--- config.mk ---
export PLATFORM = sky130hd
export DESIGN_NAME = gpe_port
export DESIGN_NICKNAME = d
export VERILOG_FILES = /design/src/design/gpe_pkg.sv /design/src/design/gpe_port.sv
export VERILOG_INCLUDE_DIRS = /design/src /design/src/design
export SDC_FILE = /design/constraint.sdc
export NUM_CORES = 2
export LEC_CHECK = 0
export BUFFER_PORTS_ARGS = -buffer_cell sky130_fd_sc_hd__clkbuf_2
export CORE_ASPECT_RATIO = 0.9
export CORE_MARGIN = 3
export CORE_UTILIZATION = 35
export CTS_CLUSTER_SIZE = 16
export DETAILED_ROUTE_END_ITERATION = 6
export GPL_TIMING_DRIVEN = 0
export HOLD_SLACK_MARGIN = 0.02
export PLACE_DENSITY_LB_ADDON = 0.1
export SYNTH_ARGS = -nofsm -noshare
export SYNTH_HDL_FRONTEND = slang
export SYNTH_SLANG_ARGS = --single-unit
--- constraint.sdc ---
create_clock -name clk -period 29.8 [get_ports clk]
set_input_delay 4.47 -clock clk [delete_from_list [all_inputs] [get_ports clk]]
set_output_delay 4.47 -clock clk [all_outputs]
set_load 0.1 [all_outputs]
--- src/design/gpe_params.svh ---
// gpe_params.svh: register offsets, reset values and timing counts for one
// 32-pin gpio port with interrupt, event and lock logic.
// assumes inclusion by bare name from the package and the port module.
`ifndef GPE_PARAMS_SVH
`define GPE_PARAMS_SVH

// ----------------------------------------------------------------
// register offsets (byte addresses); +4 set, +8 clear, +C toggle
// ----------------------------------------------------------------
`define GPE_OFF_OWNER 10'h000
`define GPE_OFF_DRIVE 10'h040
`define GPE_OFF_OUTVAL 10'h050
`define GPE_OFF_LEVEL 10'h060
`define GPE_OFF_IRQEN 10'h090
`define GPE_OFF_MODE_LO 10'h0A0
`define GPE_OFF_MODE_HI 10'h0B0
`define GPE_OFF_GLITCH 10'h0C0
`define GPE_OFF_FLAG 10'h0D0
`define GPE_OFF_EVEN 10'h110
`define GPE_OFF_LOCK 10'h1A0
`define GPE_OFF_UNLOCK 10'h1E0
`define GPE_OFF_ASR 10'h1E4

// ----------------------------------------------------------------
// access kinds, key, reset values
// ----------------------------------------------------------------
`define GPE_ACC_DIRECT 2'h0
`define GPE_ACC_SET 2'h1
`define GPE_ACC_CLEAR 2'h2
`define GPE_ACC_TOGGLE 2'h3
`define GPE_UNLOCK_KEY 8'hAA
`define GPE_KEY_LSB 24
`define GPE_OFS_W 10
`define GPE_RST_WORD 32'h0000_0000
`define GPE_RST_OWNER 32'hFFFF_FFFF
`define GPE_PIN_MASK 32'hFFFF_FFFF
`define GPE_FILT_LAT 2
`endif

--- src/design/gpe_pkg.sv ---
// gpe_pkg.sv: types shared by the gpio port interrupt/event block.
// assumes gpe_params.svh on the include path.
`include "gpe_params.svh"
package gpe_pkg;
   typedef logic [31:0] gpe_word_t;
   typedef logic [9:0] gpe_addr_t;
   typedef enum logic [1:0] {
      GPE_MODE_CHANGE = 2'h0,
      GPE_MODE_RISE = 2'h1,
      GPE_MODE_FALL = 2'h2
   } gpe_mode_e;
endpackage

--- src/design/gpe_port.sv ---
// gpe_port.sv: one 32-pin port: registers with direct/set/clear/toggle
// access, lock and key protection, glitch filter, edge detect, irq and event.
// assumes pins are asynchronous and the local bus runs on clk.
//
// The plain strobed port and the register offsets are this design's own decisions.
`include "gpe_params.svh"
module gpe_port
   import gpe_pkg::*;
(
   // clock, reset, enable
   input wire logic clk,
   input wire logic rst,
   input wire logic clk_en,
   // peripheral side bus
   input wire logic [9:0] pb_addr,
   input wire logic [31:0] pb_wdata,
   input wire logic pb_wr,
   input wire logic pb_rd,
   output logic [31:0] pb_rdata,
   // cpu local bus
   input wire logic [9:0] lb_addr,
   input wire logic [31:0] lb_wdata,
   input wire logic lb_wr,
   input wire logic lb_rd,
   output logic [31:0] lb_rdata,
   // pins
   input wire logic [31:0] pin_in,
   output logic [31:0] pin_out,
   output logic [31:0] pin_oe,
   output logic [31:0] pin_owner,
   output logic [31:0] periph_in,
   // requests
   output logic [3:0] irq_line,
   output logic [3:0] event_line,
   output logic access_error_flag
);

   // ----------------------------------------------------------------
   // helpers
   // ----------------------------------------------------------------
   // apply one access kind to a word; direct replaces the word, for set/clear/toggle ones act, zeros leave bits
   function automatic gpe_word_t acc_apply(input gpe_word_t cur, input gpe_word_t wd,
                                           input logic [1:0] kind);
      gpe_word_t r;
      r = cur;
      case (kind)
         `GPE_ACC_DIRECT: r = wd;
         `GPE_ACC_SET: r = cur | wd;
         `GPE_ACC_CLEAR: r = cur & ~wd;
         `GPE_ACC_TOGGLE: r = cur ^ wd;
         default: r = cur;
      endcase
      return r;
   endfunction

   function automatic logic hits(input gpe_addr_t a, input gpe_addr_t base);
      return a[9:4] == base[9:4];
   endfunction

   // OR per group of eight
   function automatic logic [3:0] group_or(input gpe_word_t v);
      logic [3:0] g;
      g = 4'h0;
      for (int i = 0; i < 4; i++) begin
         g[i] = |v[i*8 +: 8];
      end
      return g;
   endfunction

   // ----------------------------------------------------------------
   // registers
   // ----------------------------------------------------------------
   gpe_word_t owner_q, drive_q, outval_q, irqen_q, mode_lo_q, mode_hi_q;
   gpe_word_t glitch_q, flag_q, even_q, lock_q;
   logic unlock_q;
   logic [9:0] unlock_ofs_q;
   logic access_error_q;
   logic [1:0] pb_kind;
   gpe_word_t pb_wmask;
   logic pb_prot_ok;
   logic pb_lock_wr;
   logic pb_protected;

   assign pb_kind = pb_addr[3:2];
   // locked bit positions take no peripheral bus write
   assign pb_wmask = `GPE_PIN_MASK & ~lock_q;
   // clearing lock bits (direct, clear, toggle) is key protected
   assign pb_lock_wr = pb_wr && hits(pb_addr, `GPE_OFF_LOCK);
   assign pb_protected = pb_lock_wr && (pb_kind != `GPE_ACC_SET);
   assign pb_prot_ok = unlock_q && (unlock_ofs_q == {pb_addr[9:4], 4'h0});

   // merge a bus write into a lockable register
   function automatic gpe_word_t pb_merge(input gpe_word_t cur, input gpe_word_t wd,
                                          input logic [1:0] kind, input gpe_word_t m);
      gpe_word_t n;
      n = acc_apply(cur, wd, kind);
      return (n & m) | (cur & ~m);
   endfunction

   // key unlock and access error
   always_ff @(posedge clk or posedge rst) begin
      if (rst) begin
         unlock_q <= 1'b0;
         unlock_ofs_q <= 10'h000;
         access_error_q <= 1'b0;
      end else if (clk_en && pb_wr) begin
         if (pb_addr == `GPE_OFF_UNLOCK &&
             pb_wdata[31:`GPE_KEY_LSB] == `GPE_UNLOCK_KEY) begin
            unlock_q <= 1'b1;
            unlock_ofs_q <= pb_wdata[`GPE_OFS_W-1:0];
         end else begin
            unlock_q <= 1'b0;
         end
         if (pb_protected && !pb_prot_ok) begin
            access_error_q <= 1'b1;
         end else if (pb_addr == `GPE_OFF_ASR) begin
            access_error_q <= access_error_q & pb_wdata[0];
         end
      end
   end

   always_ff @(posedge clk or posedge rst) begin
      if (rst) begin
         lock_q <= `GPE_RST_WORD;
      end else if (clk_en && pb_lock_wr && (!pb_protected || pb_prot_ok)) begin
         lock_q <= acc_apply(lock_q, pb_wdata, pb_kind);
      end
   end

   // configuration registers on the peripheral bus
   always_ff @(posedge clk or posedge rst) begin
      if (rst) begin
         owner_q <= `GPE_RST_OWNER;
         irqen_q <= `GPE_RST_WORD;
         mode_lo_q <= `GPE_RST_WORD;
         mode_hi_q <= `GPE_RST_WORD;
         glitch_q <= `GPE_RST_WORD;
         even_q <= `GPE_RST_WORD;
      end else if (clk_en && pb_wr) begin
         if (hits(pb_addr, `GPE_OFF_OWNER))
            owner_q <= pb_merge(owner_q, pb_wdata, pb_kind, pb_wmask);
         if (hits(pb_addr, `GPE_OFF_IRQEN))
            irqen_q <= pb_merge(irqen_q, pb_wdata, pb_kind, pb_wmask);
         if (hits(pb_addr, `GPE_OFF_MODE_LO))
            mode_lo_q <= pb_merge(mode_lo_q, pb_wdata, pb_kind, pb_wmask);
         if (hits(pb_addr, `GPE_OFF_MODE_HI))
            mode_hi_q <= pb_merge(mode_hi_q, pb_wdata, pb_kind, pb_wmask);
         if (hits(pb_addr, `GPE_OFF_GLITCH))
            glitch_q <= pb_merge(glitch_q, pb_wdata, pb_kind, pb_wmask);
         if (hits(pb_addr, `GPE_OFF_EVEN))
            even_q <= pb_merge(even_q, pb_wdata, pb_kind, pb_wmask);
      end
   end

   // output registers: local bus wins a same-cycle clash, lock applied to peripheral bus writes only
   logic lb_drive_hit, lb_outval_hit;
   assign lb_drive_hit = lb_wr && hits(lb_addr, `GPE_OFF_DRIVE);
   assign lb_outval_hit = lb_wr && hits(lb_addr, `GPE_OFF_OUTVAL);

   always_ff @(posedge clk or posedge rst) begin
      if (rst) begin
         drive_q <= `GPE_RST_WORD;
         outval_q <= `GPE_RST_WORD;
      end else if (clk_en) begin
         if (lb_drive_hit)
            drive_q <= acc_apply(drive_q, lb_wdata, lb_addr[3:2]);
         else if (pb_wr && hits(pb_addr, `GPE_OFF_DRIVE))
            drive_q <= pb_merge(drive_q, pb_wdata, pb_kind, pb_wmask);
         if (lb_outval_hit)
            outval_q <= acc_apply(outval_q, lb_wdata, lb_addr[3:2]);
         else if (pb_wr && hits(pb_addr, `GPE_OFF_OUTVAL))
            outval_q <= pb_merge(outval_q, pb_wdata, pb_kind, pb_wmask);
      end
   end

   // ----------------------------------------------------------------
   // input path
   // ----------------------------------------------------------------
   gpe_word_t sync1_q, sync2_q, filt_q, filt_prev_q, prev_q, level_q;
   gpe_word_t sample, rise, fall, cond, flag_set;

   always_ff @(posedge clk or posedge rst) begin
      if (rst) begin
         sync1_q <= `GPE_RST_WORD;
         sync2_q <= `GPE_RST_WORD;
      end else if (clk_en) begin
         sync1_q <= pin_in;
         sync2_q <= sync1_q;
      end
   end

   // filter: output moves only after two equal samples in a row
   always_ff @(posedge clk or posedge rst) begin
      if (rst) begin
         filt_prev_q <= `GPE_RST_WORD;
         filt_q <= `GPE_RST_WORD;
      end else if (clk_en) begin
         filt_prev_q <= sync2_q;
         for (int i = 0; i < 32; i++) begin
            if (sync2_q[i] == filt_prev_q[i])
               filt_q[i] <= sync2_q[i];
         end
      end
   end

   // raw readback of the synchronised pins, unfiltered
   always_ff @(posedge clk or posedge rst) begin
      if (rst) begin
         level_q <= `GPE_RST_WORD;
      end else if (clk_en) begin
         level_q <= sync2_q;
      end
   end
   assign periph_in = sync2_q;

   // per-pin select adds two cycles when filtered
   assign sample = (filt_q & glitch_q) | (sync2_q & ~glitch_q);

   always_ff @(posedge clk or posedge rst) begin
      if (rst) begin
         prev_q <= `GPE_RST_WORD;
      end else if (clk_en) begin
         prev_q <= sample;
      end
   end

   // edge compare, independent of pin owner
   assign rise = sample & ~prev_q;
   assign fall = ~sample & prev_q;
   always_comb begin
      for (int i = 0; i < 32; i++) begin
         case ({mode_hi_q[i], mode_lo_q[i]})
            GPE_MODE_RISE: cond[i] = rise[i];
            GPE_MODE_FALL: cond[i] = fall[i];
            default: cond[i] = rise[i] | fall[i];
         endcase
      end
   end
   assign flag_set = cond & irqen_q;

   // flags: set beats a same-cycle zero write; frozen with clk_en low
   always_ff @(posedge clk or posedge rst) begin
      if (rst) begin
         flag_q <= `GPE_RST_WORD;
      end else if (clk_en) begin
         if (pb_wr && pb_addr == `GPE_OFF_FLAG)
            flag_q <= (flag_q & (pb_wdata | lock_q)) | flag_set;
         else if (pb_wr && pb_addr == `GPE_OFF_FLAG + 10'h008)
            flag_q <= (flag_q & ~(pb_wdata & ~lock_q)) | flag_set;
         else
            flag_q <= flag_q | flag_set;
      end
   end

   // event pulses reuse the mode and filter, not the irq enable
   gpe_word_t event_q;
   always_ff @(posedge clk or posedge rst) begin
      if (rst) begin
         event_q <= `GPE_RST_WORD;
      end else if (clk_en) begin
         event_q <= cond & even_q;
      end
   end

   // ----------------------------------------------------------------
   // outputs
   // ----------------------------------------------------------------
   assign irq_line = group_or(flag_q & irqen_q);
   assign event_line = group_or(event_q);
   assign pin_out = outval_q;
   assign pin_oe = drive_q & owner_q;
   assign pin_owner = owner_q;
   assign access_error_flag = access_error_q;

   // read mux; write-only locations and holes read zero
   function automatic gpe_word_t read_word(input gpe_addr_t a);
      gpe_word_t r;
      r = `GPE_RST_WORD;
      if (a[3:2] == 2'h0) begin
         case (a)
            `GPE_OFF_OWNER: r = owner_q;
            `GPE_OFF_DRIVE: r = drive_q;
            `GPE_OFF_OUTVAL: r = outval_q;
            `GPE_OFF_LEVEL: r = level_q;
            `GPE_OFF_IRQEN: r = irqen_q;
            `GPE_OFF_MODE_LO: r = mode_lo_q;
            `GPE_OFF_MODE_HI: r = mode_hi_q;
            `GPE_OFF_GLITCH: r = glitch_q;
            `GPE_OFF_FLAG: r = flag_q;
            `GPE_OFF_EVEN: r = even_q;
            `GPE_OFF_LOCK: r = lock_q;
            default: r = `GPE_RST_WORD;
         endcase
      end else if (a == `GPE_OFF_ASR) begin
         r = {31'h0, access_error_q};
      end
      return r;
   endfunction

   always_ff @(posedge clk or posedge rst) begin
      if (rst) begin
         pb_rdata <= `GPE_RST_WORD;
         lb_rdata <= `GPE_RST_WORD;
      end else if (clk_en) begin
         pb_rdata <= pb_rd ? read_word(pb_addr) : `GPE_RST_WORD;
         // local bus maps only the output value and drive enable
         if (lb_rd && (lb_addr == `GPE_OFF_DRIVE || lb_addr == `GPE_OFF_OUTVAL))
            lb_rdata <= read_word(lb_addr);
         else
            lb_rdata <= `GPE_RST_WORD;
      end
   end

endmodule

; ---- Yosys cells after proc, flatten, opt, wreduce, memory -nomap -nowiden
; Index checks and enable logic that the tools add are counted.
[word_totals]
mem_bits_rw = 0
out_inout_bits = 201
mem_bits_ro = 0
wordCells = 459
regBits = 588
latch_bits = 0
input_bits = 123
mem_count = 0
[classes]
n_addsub = 0
muxes = 78
n_reduce_logical = 77
bitwise_logic = 113
n_div = 0
mul = 0
shift = 0
order_cmp = 0
n_eq_ne = 139
[op_table]
columns = cell, count
row1 = 32-bit one-hot mux with 4 select lines, 11
row2 = 32-bit AND, 38
row3 = 32-bit two-way mux, 28
row4 = 32-bit bitwise OR, 23
row5 = 32-bit one-hot mux with 11 select lines, 2
row6 = 32-bit bitwise XOR, 11
row7 = 32-bit NOT, 8
row8 = 10-bit by 8-bit == test with 1-bit output (second input constant), 11
row9 = 2-bit AND reduction, 42
row10 = 2-bit == test (second input constant), 36
row11 = 10-bit by 9-bit == test with 1-bit output (second input constant), 7
row12 = 2-bit by 1-bit == test with 1-bit output (second input constant), 34
row13 = 1-bit one-hot mux with 2 select lines, 32
row14 = 8-bit OR reduction, 8
row15 = 10-bit by 7-bit == test with 1-bit output (second input constant), 6
row16 = 1-bit == test, 32
row17 = 1-bit bitwise OR, 32
row18 = 6-bit by 3-bit == test with 1-bit output (second input constant), 4
row19 = 6-bit by 4-bit == test with 1-bit output (second input constant), 4
row20 = 10-bit logical NOT, 2
row21 = 1-bit logical AND, 15
row22 = 6-bit by 5-bit == test with 1-bit output (second input constant), 2
row23 = 10-bit == test, 1
row24 = 8-bit == test (second input constant), 1
row25 = other kinds (8), 17

; ---- Depth between registers and ports, before layout
[logic_depth]
word_depth = 11
depth_mapped = 10
ltp_nobuf = 7

; ---- Least setup slack after synthesis
; Ideal clock, no wire load.
[synth_path]
path_type = reg2out
startpoint = register with a tool-made name
endpoint = output pin_oe[26]
stages_incl_launch_ff = 3
n_path_buf = 0
required_ns = 25.330
slack_ns = 23.038
t_arrival_ns = 2.292
path_cell_list = dfstp_2 > inv_1 > nor2_1
[synth_rtl]
columns = item, line
row1 = end: declaration, gpe_port.sv:29  ; output logic [31:0] pin_oe,

; ---- Final worst setup path
[layout_path]
startpoint = input lb_addr[6]
endpoint = register lb_rdata[21]
[layout_between]
elab_chain_len = 4
word_cells_on_any_way = 16
classes_between = eq/ne: 10 / mux: 3 / reduce/logical: 3
[layout_lines]
columns = item, line
row1 = start: declaration, gpe_port.sv:21  ; input wire logic [9:0] lb_addr,
row2 = "10-bit by 9-bit == test with 1-bit output, or another cell as far along", gpe_port.sv:280  ; case (a)
row3 = 32-bit one-hot mux with 11 select lines / 1-bit logical OR (equally long branches), n/a
row4 = 32-bit two-way mux / 1-bit logical AND (equally long branches), "gpe_port.sv:279, gpe_port.sv:307"
row5 = 32-bit two-way mux *, gpe_port.sv:307  ; if (lb_rd && (lb_addr == `GPE_OFF_DRIVE || lb_addr == `GPE_OFF_OUTVAL))
row6 = end signal: assignment, gpe_port.sv:303  ; lb_rdata <= `GPE_RST_WORD;
row7 = end signal: assignment, gpe_port.sv:308  ; lb_rdata <= read_word(lb_addr);
row8 = end signal: assignment, gpe_port.sv:310  ; lb_rdata <= `GPE_RST_WORD;
row9 = end: declaration, gpe_port.sv:25  ; output logic [31:0] lb_rdata,
; Mark *: on every way between the ends. The rest lies on a longest branch, timed or not.
; A chain may end at the register's enable or synchronous reset.

==> results.ini <==
[status]
status=finished, violations left
violations=design-rule violations, max-capacitance violations, max-slew violations

[flow_run]
maxCapViolCount=23

[final_layout]
nets=7008
fillers=14600
drive_gt1_frac=0.176
area_growth_pct=14.6
design_area_mm2=0.0583

[global_route]
grt_max_degree=109
antenna_found_initial=30
grt_pass1_vias=48300
grt_pass1_wl_um=439000
grt_usage=0.426
grt.overflow.total=0

[critical_path]
crit_path_start_kind=primary input
crit_arrival_ns=9.15
crit_type=primary input to flop
crit_fanout=10
cp.required_ns=30.42
endpoint_kind=flop

[cts]
cts_tree=built
postCtsSetupRepairBufs=0
path_clk_slew_ns=0.06
cts.sinks=588
cts_root_buf=clkbuf_16
cts_max_path_buffers=3
cts_buffers=80
cts-htree-levels=3
clk_latency_ns=0.75
hold_buffers=0
postCtsResizedCells=0

[synth]
synth_area_leader_cell=dfrtp_1
synth_nets=6587
ys.flop_type=dfrtp_1
avgSynthCellArea_um2=9.09
syn_inst=5600
synthArstFlopShare=1.00
yosys-top-cells-area=dfrtp_1 27%, ha_1 21%, mux2_2 7.9%
synth_edf_count=0
ys_types=75
syn_area_mm2=0.0509
synth.top_cell.area_share=0.273
ys_ff_latch=588
synth.yosys.warnings=0
seq_area_frac_synth=0.290

[die]
initial_utilization=0.353
dieArea_mm2=0.150
die_h_um=368
top_level_ports=324
die_w_um=408
core_mm2=0.144
fp-row-count=132

[timing]
hold_viol=0
min_period_over_period=0.286
setup_tns_ns=0
setup_viol=0
fin_worst_skew_ns=0.0504
slew_headroom=-0.117
max_freq_mhz=117
maxSlewViolCount=238
rsz0062_at_grt=false
whs_ns=0.483
final.min_clock_period_ns=8.53
tightest_slew_ns=1.68

[pwr]
leakagePower_nw=26.3
switching_share=0.395
internal-power_w=0.00175
powerDensity_mw_per_mm2=49.6
pwr-share-seq=0.351
finalPower_w=0.00289
p_sw_w=0.00114
clkPwrFrac=0.386
peakVddDrop_uv=38.4
p_comb_frac=0.262

[route]
vias_per_cell=6.48
wirelength_um=331000
route.met3.wl_um=39000
detail_route.wl_per_cell_um=41.1
first_pass_iters=7
vias=52100
drc_errors=2
ant_nets=0
drt_first_iter_violations=7955
wl_met2_um=131000
wirelength_met1_um=139000
top_layer_used=met5

[place]
port_buffers=316
hpwl_um=245000
gp_congestion=1.04
dpl_cell_area_mm2=0.0553

[min_path]
worst_hold_path_type=flop to flop

## per-layer routing
| metal | up-vias | track usage |
|---|---|---|
| li1 | 21100 | - |
| met1 | 26500 | 0.587 |
| met2 | 3702 | 0.587 |
| met3 | 825 | 0.125 |
| met4 | 8 | 0.244 |
| met5 | - | 0 |
## final timing paths
| kind | from | endpoint | slack [ns] | cells after the start |
|---|---|---|---|---|
| hold / removal | lb_rdata[7]$_DFFE_PP0P_ | lb_rdata[7]$_DFFE_PP0P_ | 0.48 | 1 |
| max in group asynchronous | rst | periph_in[26]$_DFFE_PP0P_ | 24.35 | 4 |
| hold reg to reg | lb_rdata[7]$_DFFE_PP0P_ | lb_rdata[7]$_DFFE_PP0P_ | 0.48 | 1 |
| min in group asynchronous | rst | async pin | 3.80 | 2 |
| setup reg to reg | flop | event_q[12]$_DFFE_PP0P_ | 26.55 | 6 |
| setup / recovery | lb_addr[6] | lb_rdata[21]$_DFFE_PP0P_ | 21.27 | 8 |
## power groups by stage
| stage | logic (W) | registers [W] | clock network (W) |
|---|---|---|---|
| after CTS | 0.000738 | 0.00100 | 0.00112 |
| after global routing | 0.000802 | 0.00102 | 0.00115 |
| final | 0.000758 | 0.00102 | 0.00112 |
| after detailed placement | 0.000734 | 0.00102 | 0 |
| after floorplan | 0.000392 | 0.00103 | 0 |
| after global placement | 0.000718 | 0.00102 | 0 |
## worst max-delay path: stages
cell	delay (ns)
buf_2	0.29
nor2b_1	0.31
clkbuf_1	0.97
nand2_1	0.91
nor2_1	1.49
a222oi_1	0.24
o21a_1	0.27
o2bb2ai_1	0.17
## Yosys cell counts, types with 16 or more instances
| cell type | number |
|---|---|
| a2111oi_0 | 42 |
| a211oi_1 | 237 |
| a21o_1 | 16 |
| a21oi_1 | 683 |
| a221oi_1 | 68 |
| a222oi_1 | 30 |
| a22o_1 | 55 |
| a22oi_1 | 100 |
| a31oi_1 | 36 |
| a32o_1 | 34 |
| a32oi_1 | 16 |
| buf_1 | 37 |
| buf_2 | 84 |
| clkbuf_1 | 262 |
| dfrtp_1 | 556 |
| dfstp_2 | 32 |
| ha_1 | 864 |
| inv_1 | 530 |
| mux2_2 | 358 |
| mux2i_1 | 126 |
| mux4_2 | 48 |
| nand2_1 | 202 |
| nand3_1 | 57 |
| nor2_1 | 526 |
| nor3_1 | 41 |
| o21ai_0 | 249 |
| o22a_1 | 43 |
| o22ai_1 | 74 |
| o2bb2ai_1 | 37 |
## stage by stage
step           instances  worst slack, ns   util
2_1_floorplan       5600             8.93      -
3_3_place_gp        7859            -1.32  0.381
3_5_place_dp        7878            20.91  0.384
4_1_cts             8027            21.67  0.404
5_1_grt             8032            21.54  0.404
6_report            8051            21.27  0.404
## cell type report
class	instances	area, um^2	area share
Timing Repair Buffer	339	1940	0.0333
Clock buffer	110	2370	0.0407
Antenna cell	20	50.0	0.000858
Buffer	390	1660	0.0284
Clock inverter	39	539	0.00925
Multi-Input combinational cell	4090	32600	0.558
Sequential cell	588	14800	0.253
Tap cell	1943	2430	0.0417
Inverter	532	2000	0.0344
## cells by family (layout without fill, tap and decap cells)
family | after synthesis | after routing | share of synthesized area
AOI/OAI and AO/OA | 1763 | 1763 | 0.223
DFF | 588 | 588 | 0.290
buffers and inverters | 922 | 1410 | 0.0708
adders and majority gates | 864 | 864 | 0.212
muxes | 532 | 532 | 0.125
and+or+nand+nor | 925 | 925 | 0.0781
xor gates and xnor gates | 6 | 6 | 0.00103
other | 0 | 20 | 0
## placed cells by master (no fill, tap or decap), types with 91 or more instances in the layout
cell type	count
a211oi_1	237
a21oi_1	683
a22oi_1	100
buf_2	91
clkbuf_1	239
clkbuf_2	352
dfrtp_1	556
ha_1	864
inv_1	529
mux2_2	358
mux2i_1	126
nand2_1	202
nor2_1	523
o21ai_0	249
(Power assumes the default switching activity.)
